--- config.mk ---
export PLATFORM = sky130hd
export DESIGN_NAME = apdc_top
export DESIGN_NICKNAME = d
export VERILOG_FILES = /design/src/rtl/apdc_pkg.sv /design/src/rtl/apdc_top.sv /design/src/rtl/apdc_power_ctl.sv
export SDC_FILE = /design/constraint.sdc
export NUM_CORES = 1
export LEC_CHECK = 0
export ABC_CLOCK_PERIOD_IN_PS = 2600
export BUFFER_PORTS_ARGS = -buffer_cell sky130_fd_sc_hd__buf_2
export CAP_MARGIN = 30
export CORE_UTILIZATION = 40
export CTS_CLUSTER_SIZE = 10
export DETAILED_ROUTE_END_ITERATION = 12
export HOLD_SLACK_MARGIN = 0.15
export PLACE_DENSITY = 0.69
export RECOVER_POWER = 50
export REMOVE_ABC_BUFFERS = 1
export SKIP_CTS_REPAIR_TIMING = 1
export SYNTH_ARGS = -nofsm -noshare
export SYNTH_HDL_FRONTEND = slang
export SYNTH_SLANG_ARGS = --single-unit
--- constraint.sdc ---
create_clock -name sys_clk -period 2.6 [get_ports sys_clk]
set_input_delay 0.52 -clock sys_clk [delete_from_list [all_inputs] [get_ports sys_clk]]
set_output_delay 0.52 -clock sys_clk [all_outputs]
set_load 0.01 [all_outputs]
--- src/rtl/apdc_pkg.sv ---
// Purpose: shared constants for the auxiliary pll divider configuration block
// Assumes: 24-bit configuration words arrive whole, one per valid pulse
// Notes:   control code sits in the low four bits of every word
package apdc_pkg;
	localparam int          WORD_W          = 24;
	localparam int          CTRL_W          = 4;
	// control codes of the words this block listens to
	localparam logic [3:0]  CODE_WORD_TWO   = 4'h5;
	localparam logic [3:0]  CODE_WORD_THREE = 4'h7;
	localparam int          WORD_ZERO_BIT   = 0;     // word_zero is any word with bit 0 low
	// word two layout
	localparam int          PD_BIT          = 23;
	localparam int          AUX_N_LSB       = 4;
	localparam int          AUX_N_W         = 19;
	localparam int          SWALLOW_W       = 4;
	localparam int          UPPER_W         = 15;
	// word three layout
	localparam int          REF_DIV_LSB     = 4;
	localparam int          REF_DIV_W       = 12;
	localparam int          GAIN_LSB        = 16;
	localparam int          GAIN_W          = 4;
	localparam int          ACCESS_LSB      = 20;
	localparam int          ACCESS_W        = 4;
	// limits
	localparam logic [18:0] AUX_N_CONT_MIN  = 19'h000f0; // 240
	localparam logic [11:0] REF_DIV_MIN     = 12'h003;
	// reset values
	localparam logic        PD_RESET        = 1'b1;
	localparam logic [18:0] AUX_N_RESET     = 19'h000f0;
	localparam logic [11:0] REF_DIV_RESET   = 12'h003;
	localparam logic [3:0]  GAIN_RESET      = 4'h0;
	localparam logic [3:0]  ACCESS_RESET    = 4'h1;
endpackage

--- src/rtl/apdc_top.sv ---
// Purpose: auxiliary pll divider, power-down and word three configuration
// Assumes: word_valid pulses one cycle with a complete 24-bit word
// Notes:   serial shifting happens upstream; illegal host values are flagged only
//
// How it works
// (RULE1) host uses only listed ratios below 240 with large prescaler; never 47 or less
// (RULE2) aux divide 240..524287 accepted, split into 4-bit swallow and 15-bit upper
// (RULE3) powerdown bit 0 runs aux pll; 1 powers down and tristates pump
// (RULE4) auto powerup plus word_zero write clears powerdown bit and powers up
// (RULE5) chip enable low keeps aux pll down regardless of powerdown bit
// (RULE6) host writes aux reference divider between 3 and 4095
// (RULE7) aux reference divider taken from word three bits 15 to 4
// (RULE8) main pump gain code n selects current multiple n+1
// (RULE9) access bit 0 written as 1; next three pick words six..eight programmable
// (RULE10) word three fields load only on control code 0111
`timescale 1ns/1ps
module apdc_top (
	input  wire logic        sys_clk,
	input  wire logic        rst_n,
	input  wire logic [23:0] word_data,
	input  wire logic        word_valid,
	input  wire logic        chip_enable,
	input  wire logic        auto_powerup,
	input  wire logic        large_prescaler,
	output logic             aux_pll_run,
	output logic             aux_pump_tristate,
	output logic             aux_pll_powerdown,
	output logic [3:0]       aux_swallow_count,
	output logic [14:0]      aux_upper_count,
	output logic             aux_n_low,
	output logic [11:0]      aux_ref_div,
	output logic             aux_ref_div_low,
	output logic [3:0]       main_pump_gain,
	output logic [4:0]       main_pump_mult,
	output logic [2:0]       word_programmable,
	output logic             access_lsb_bad
);
	logic [3:0]  ctrl;
	logic        is_two;
	logic        is_three;
	logic        is_zero;
	logic        next_powerdown;
	logic [18:0] aux_n;
	logic [18:0] next_aux_n;
	logic [11:0] next_ref_div;
	logic [3:0]  next_gain;
	logic [3:0]  access;
	logic [3:0]  next_access;
	logic        run_c;
	logic        tri_c;
	logic        next_n_low;

	// word decode
	always_comb begin
		ctrl     = word_data[3:0];
		is_two   = word_valid && (ctrl == apdc_pkg::CODE_WORD_TWO);
		is_three = word_valid && (ctrl == apdc_pkg::CODE_WORD_THREE); // RULE10
		is_zero  = word_valid && !word_data[apdc_pkg::WORD_ZERO_BIT];
	end

	// power-down bit: word two writes it, auto powerup on word_zero clears it
	always_comb begin
		next_powerdown = aux_pll_powerdown;
		if (is_two) begin
			next_powerdown = word_data[apdc_pkg::PD_BIT]; // RULE3
		end
		if (is_zero && auto_powerup) begin
			next_powerdown = 1'b0; // RULE4
		end
	end

	// aux feedback divider, stored whole so every value up to the max is kept
	always_comb begin
		next_aux_n = aux_n;
		if (is_two) begin
			next_aux_n = word_data[apdc_pkg::AUX_N_LSB +: apdc_pkg::AUX_N_W]; // RULE2
		end
		// below 240 only a sparse set is legal; flag so software can notice
		next_n_low = large_prescaler && (next_aux_n < apdc_pkg::AUX_N_CONT_MIN); // RULE1
	end

	// word three fields
	always_comb begin
		next_ref_div = aux_ref_div;
		next_gain    = main_pump_gain;
		next_access  = access;
		if (is_three) begin // RULE10
			next_ref_div = word_data[apdc_pkg::REF_DIV_LSB +: apdc_pkg::REF_DIV_W]; // RULE7
			next_gain    = word_data[apdc_pkg::GAIN_LSB +: apdc_pkg::GAIN_W];
			next_access  = word_data[apdc_pkg::ACCESS_LSB +: apdc_pkg::ACCESS_W]; // RULE9
		end
	end

	// pin precedence resolved next to the stored bit, registered below
	apdc_power_ctl u_power (
		.chip_enable       (chip_enable),
		.aux_pll_powerdown (next_powerdown),
		.run               (run_c),
		.pump_tristate     (tri_c)
	);

	always_ff @(posedge sys_clk) begin
		if (!rst_n) begin
			aux_pll_powerdown <= apdc_pkg::PD_RESET;
			aux_n             <= apdc_pkg::AUX_N_RESET;
			aux_ref_div       <= apdc_pkg::REF_DIV_RESET;
			main_pump_gain    <= apdc_pkg::GAIN_RESET;
			access            <= apdc_pkg::ACCESS_RESET;
			aux_pll_run       <= 1'b0;
			aux_pump_tristate <= 1'b1;
			aux_swallow_count <= apdc_pkg::AUX_N_RESET[3:0];
			aux_upper_count   <= apdc_pkg::AUX_N_RESET[18:4]; // must agree with the stored divider
			aux_n_low         <= 1'b0;
			aux_ref_div_low   <= 1'b0;
			main_pump_mult    <= 5'h01;
			word_programmable <= 3'h0;
			access_lsb_bad    <= 1'b0;
		end else begin
			aux_pll_powerdown <= next_powerdown;
			aux_n             <= next_aux_n;
			aux_ref_div       <= next_ref_div;
			main_pump_gain    <= next_gain;
			access            <= next_access;
			aux_pll_run       <= run_c;                  // RULE5
			aux_pump_tristate <= tri_c;                  // RULE3
			aux_swallow_count <= next_aux_n[3:0];        // RULE2
			aux_upper_count   <= next_aux_n[18:4];       // RULE2
			aux_n_low         <= next_n_low;
			aux_ref_div_low   <= next_ref_div < apdc_pkg::REF_DIV_MIN; // RULE6
			main_pump_mult    <= {1'b0, next_gain} + 5'h01; // RULE8
			word_programmable <= next_access[3:1];       // RULE9
			access_lsb_bad    <= !next_access[0];        // RULE9
		end
	end
endmodule

--- src/rtl/apdc_power_ctl.sv ---
// Purpose: resolves the auxiliary pll run state from pin and stored bit
// Assumes: inputs synchronous to sys_clk
// Notes:   pure combinational; the top registers the results
`timescale 1ns/1ps
module apdc_power_ctl (
	input  wire logic chip_enable,
	input  wire logic aux_pll_powerdown,
	output logic      run,
	output logic      pump_tristate
);
	// pin low wins over the stored bit
	always_comb begin
		run           = chip_enable && !aux_pll_powerdown; // RULE3 RULE5
		pump_tristate = !run;                              // RULE3
	end
endmodule

==> metrics.txt, run 1 <==
number of synthesized flops with an enable pin 0; Crit Path Class in -> reg; Initial DRT Pass Iterations 4; clk_lat worst skew 300 ps; Yosys top cell area share 0.510; Hold Path Class in -> reg; Final Max Tran Viols 0; crit-path cells buf_2 > and4b_4 > and2_0 > mux2i_1 > inv_1 > ha_1 > nand2_1 > mux2i_1 > and2_1; num rows 25; Critical Path Max Stage Delay 330 ps; antenna violations before repair 0; Mean Syn Cell Area 8.49 um^2; TritonCTS clock tree done; most frequent cells in the layout nand2_1, dfxtp_1, clkbuf_1, buf_2, a21oi_1; Critical Path Slowest Stage Cell and4b_4; Total Neg Setup Slack 0 ps; Primary FF master, synth dfxtp_1; Leak Pwr 0.944 nW; delay-heaviest family, CP simple AND/OR/NAND/NOR gates; die height 72.0 um; worst flop-to-flop path endpoint aux_n_low; unrepaired setup endpoints after global routing no; actual slew at the worst max-slew pin 840 ps; Worst VDD drop 325 uV; type of origin of the critical path input port; Max clock buf depth 2; clock slew at reported path FFs 90 ps; critical path depth 9; filler instances 481; cell area after synthesis 1960 um^2; internal reg-to-reg setup slack 1150 ps; Synth Register Bits 50; Yosys warning total 0; Max Used Layer met4; largest net degree at the start of global routing 23; r2r startpoint aux_upper_count[8]; gpl congestion 0.791; Congestion Overflow GR 0; PortBufs 78; Sw Pwr 0.322 mW; DIE WIDTH 72.0 um; I/O pin count 79; Yosys cell types 36; HPWL Detailed 3590 um; # H-tree levels 2; via count 1819; Final Hold Fails 0; CTS Buf Count 5; CP endpoint kind register; FF+latch area 1000 um^2; Rel. slew slack 0.440; Tmin final 1840 ps; worst endpoint required time 2800 ps; Synth async-reset ratio 0; area grow syn2layout 24.5%; Antenna Nets Post-Route 0; Post-layout nets 335; first-pass GRT wire length 8010 um; Core Footprint 4720 um^2; n_diodes 0; Most common cell on crit path mux2i_1; # setup viols final 0; vias in the first global route 1703; DRC violations left 0; synthesized instance count 231; PD cells 635 nW/um^2; GRT Util Overall 0.198; WL met2 2280 um; M1 wire length 2250 um; Reg2Reg Depth 4; clock share of power 0.426; number of max-cap violations 0; most common cell after layout, fill and taps aside nand2_1; status completed; Critical path origin word_data[3]; crit share post-route 0.707; Avg WL per Cell 13.1 um; Sw Share 0.208; Worst Path Max Fanout 5; Num Clock Sinks 50; met3 routed wirelength 241 um; WP buf/inv 2; Seq/Total Area, Yosys 0.510; layout cells sized above 1 0.174; Initial Utilization 0.415; PnR Total Power 1.55 mW; Max Clock Freq 0.544 GHz; sequential power share 0.507; clock root buffer clkbuf_8; Worst EP arrival 2040 ps; Pint 1.23 mW; Comb pwr share 0.067; Post-Route WL 4880 um; DR vias/cell 4.89; largest cells by area after synthesis dfxtp_1, nand2_1, a21oi_1; worst setup path endpoint main_pump_mult[4]; die area 5190 um^2; area occupied by multi-input gates 842 um^2; Setup Skew 4.42 ps; post-synth top area cell dfxtp_1; DRT iter0 DRCs 103
==> metrics by stage <==
stage | area, um^2 | hold WS [ps] | utilization | instances | setup WS [ps]
3_5_place_dp | 2360 | 450 | 0.500 | 364 | 486
4_1_cts | 2500 | 427 | 0.530 | 372 | 815
5_1_grt | 2440 | 446 | 0.517 | 372 | 659
3_3_place_gp | 2360 | 443 | 0.500 | 364 | 556
2_1_floorplan | 1860 | 433 | - | 215 | 543
6_report | 2440 | 437 | 0.517 | 372 | 762
==> power by group through the flow <==
stage | clock (mW) | sequential [mW] | combinational (mW)
2_1_floorplan | 0 | 0.809 | 0.0375
3_3_place_gp | 0 | 0.803 | 0.106
3_5_place_dp | 0 | 0.804 | 0.107
4_1_cts | 0.679 | 0.786 | 0.108
5_1_grt | 0.710 | 0.788 | 0.115
6_report | 0.661 | 0.786 | 0.104
==> cell type report <==
class	instances	share of cell area
flip-flops and latches	50	0.410
well taps	67	0.0343
clock inverters	2	0.0246
inverters	2	0.00307
multi-input cells	163	0.345
repair buffers	82	0.150
clock buffers	6	0.0338
==> cell families after synthesis <==
kind of cell             synth area share
multiplexers                       0.0281
AO/OA/AOI/OAI                       0.121
flip-flops                          0.510
adder cells (fa/ha/maj)           0.00638
buffers and inverters              0.0580
XOR/XNOR                          0.00893
AND/OR/NAND/NOR                     0.267
==> cells in the mapped netlist, types with 2 or more instances <==
cell / instances
a211oi_1: 2
a211oi_2: 2
a21oi_1: 30
and2_1: 4
buf_4: 5
buf_6: 2
clkbuf_1: 7
dfxtp_1: 50
inv_1: 2
mux2i_1: 4
nand2_1: 77
nand2b_1: 2
nand3_1: 10
nand4_1: 5
nor2_1: 2
nor4_1: 7
==> state kept, by name (all words and copies together) (netlist names), 3 cells and up <==
register	count
aux_swallow_count	3
main_pump_mult	5
aux_ref_div	12
main_pump_gain	4
word_programmable	3
aux_upper_count	15
==> worst min-delay path by stage <==
stage / start / endpoint / slack (ps) / depth (start not counted)
after global routing: chip_enable / aux_pump_tristate / 450 / 2
after global placement: word_programmable[2] / word_programmable[2] / 440 / 2
after floorplan: access[0] / access[0] / 430 / 2
after detailed placement: aux_swallow_count[1] / aux_swallow_count[1] / 450 / 2
final: chip_enable / aux_pump_tristate / 440 / 2
after CTS: chip_enable / aux_pump_tristate / 430 / 2
==> metal layers <==
layer	up-vias	global-route usage
met1	831	0.260
met4	0	0.0763
met5	-	0
li1	925	-
met2	52	0.314
met3	11	0.0472
==> worst register-to-register path, cell delays in order, from the launching register on <==
cell	delay, ps
dfxtp_1	330
or4_1	520
nor4_1	270
nand4_1	140
o31ai_1	110
Power figures use the tool's default switching activity.
==> run 2, diff against run 1 <==
- ABC_CLOCK_PERIOD_IN_PS: 2600 -> 1700
- clock period: 2.6 -> 1.7 ns (I/O delays scaled with it)
==> metrics.txt, run 2 (synthesis results as in run 1) <==
Initial DRT Pass Iterations 4 (unchanged); Core Footprint 4720 um^2 (unchanged); gpl congestion 0.783 (-0.97%); Tmin final 1530 ps; PortBufs 78 (unchanged); Comb pwr share 0.081 (+0.014); n_diodes 0 (unchanged); crit share post-route 0.899; Sw Pwr 0.498 mW (+55%); GRT Util Overall 0.199 (+0.00130); TritonCTS clock tree done; die area 5190 um^2 (unchanged); number of max-cap violations 0 (unchanged); Finished Cell Area 2440 um^2 (-0.10%); post-place instance area 2410 um^2 (+2.1%); sequential power share 0.587 (+0.080); internal reg-to-reg setup slack 340 ps (-810 ps); final std cells w/o fill 377 (+1.3%); max reg flops 15 (unchanged); actual slew at the worst max-slew pin 466 ps (-373 ps); Crit Path Class in -> reg; Reg with most FFs aux_upper_count; status completed; Worst Path Max Fanout 4 (-1); worst endpoint required time 1910 ps (-890 ps); Final Max Tran Viols 0 (unchanged); Num Clock Sinks 50 (unchanged); area grow syn2layout 24.4%; Worst EP arrival 1740 ps (-300 ps); Avg WL per Cell 13.0 um (-1.1%); via count 1844 (+1.4%); # setup viols final 0 (unchanged); PD cells 839 nW/um^2 (+32%); clock slew at reported path FFs 90 ps (about the same); Congestion Overflow GR 0 (unchanged); filler instances 473 (-1.7%); Sw Share 0.243 (+0.0355); clock share of power 0.332 (-0.094); Final Hold Fails 0 (unchanged); Post-Route WL 4890 um (+0.27%); type of origin of the critical path input port; vias in the first global route 1669 (-2.0%); most common cell after layout, fill and taps aside nand2_1; Antenna Nets Post-Route 0 (unchanged); first-pass GRT wire length 7910 um (-1.3%); Pint 1.55 mW (+26%); CTS Buf Count 5 (unchanged); Worst VDD drop 379 uV (+17%); # H-tree levels 2 (unchanged); Hold Path Class in -> reg; I/O pin count 79 (unchanged); Initial Utilization 0.415 (unchanged); Inst Count DP 369 (+1.4%); Post-layout nets 340 (+1.5%); HPWL Detailed 3580 um (-0.19%); PnR Total Power 2.05 mW (+32%); DIE WIDTH 72.0 um (unchanged); DRC violations left 0 (unchanged); Largest regs aux_upper_count (15), aux_ref_div (12), main_pump_mult (5); CP endpoint kind register; antenna violations before repair 0 (unchanged); Leak Pwr 0.948 nW (+0.47%); DR vias/cell 4.89 (about the same); die height 72.0 um (unchanged); clk_lat worst skew 300 ps (about the same); unrepaired setup endpoints after global routing no; num rows 25 (unchanged); Setup Skew 9.55 ps (+5.13 ps); layout cells sized above 1 0.190 (+0.0166); WHS 260 ps (-177 ps); Max Clock Freq 0.654 GHz; clock root buffer clkbuf_8; Max clock buf depth 2 (unchanged); Rel. slew slack 0.686 (+0.246); most frequent cells in the layout nand2_1, dfxtp_1, clkbuf_1, buf_2, a21oi_1; largest net degree at the start of global routing 23 (unchanged); DRT iter0 DRCs 136 (+32%); final core occ 0.517 (-0.000530)
==> run 2: cell types whose count changed in the layout (fill, tap and decap cells not counted), sizes merged <==
cell,delta
buf,+3
bufinv,-2
clkbuf,+2
clkinv,+2
==> run 2: layout make-up <==
class / instances / area [um^2] / share of cell area
Clock buffer: 6 / 72.6 / 0.0297
Clock inverter: 2 / 13.8 / 0.00564
Inverter: 2 / 7.51 / 0.00308
Multi-Input combinational cell: 163 / 845 / 0.346
Sequential cell: 50 / 1000 / 0.410
Tap cell: 67 / 83.8 / 0.0344
Timing Repair Buffer: 87 / 417 / 0.171
==> run 2: worst max-delay path, cell delays in order <==
cell and delay [ps]:
buf_2 90, and4b_4 330, and2_4 150, mux2i_1 230, inv_1 60, ha_1 230, nand2_1 70, mux2i_1 80
and2_1 150
==> run 2: power by group through the flow <==
stage | combinational [mW] | sequential, mW | clock (mW)
6_report | 0.166 | 1.20 | 0.678
5_1_grt | 0.185 | 1.20 | 0.747
4_1_cts | 0.172 | 1.20 | 0.708
3_5_place_dp | 0.171 | 1.23 | 0
3_3_place_gp | 0.170 | 1.23 | 0
2_1_floorplan | 0.0574 | 1.24 | 0
==> run 2: layer usage <==
layer / part of all wire / up-vias / GRT usage
li1: - / 939 / -
met1: 0.45 / 843 / 0.258
met2: 0.48 / 51 / 0.317
met3: 0.051 / 11 / 0.0444
met4: 0.026 / 0 / 0.0915
met5: 0 / - / 0
==> run 2: final timing paths <==
kind                                           start                    to  cells past startpoint
worst max register to register    aux_upper_count[8]             aux_n_low                      4
worst max-delay path                    word_data[3]     main_pump_mult[4]                      9
worst min-delay path                     chip_enable     aux_pump_tristate                      2
worst min register to register  word_programmable[1]  word_programmable[1]                      2
==> run 2: through the flow <==
| step | setup TNS, ps | setup slack (ps) |
|---|---|---|
| 6_report | 0 | 172 |
| 2_1_floorplan | -407 | -177 |
| 3_3_place_gp | -223 | -126 |
| 4_1_cts | 0 | 171 |
| 3_5_place_dp | -315 | -157 |
| 5_1_grt | 0 | 64.0 |
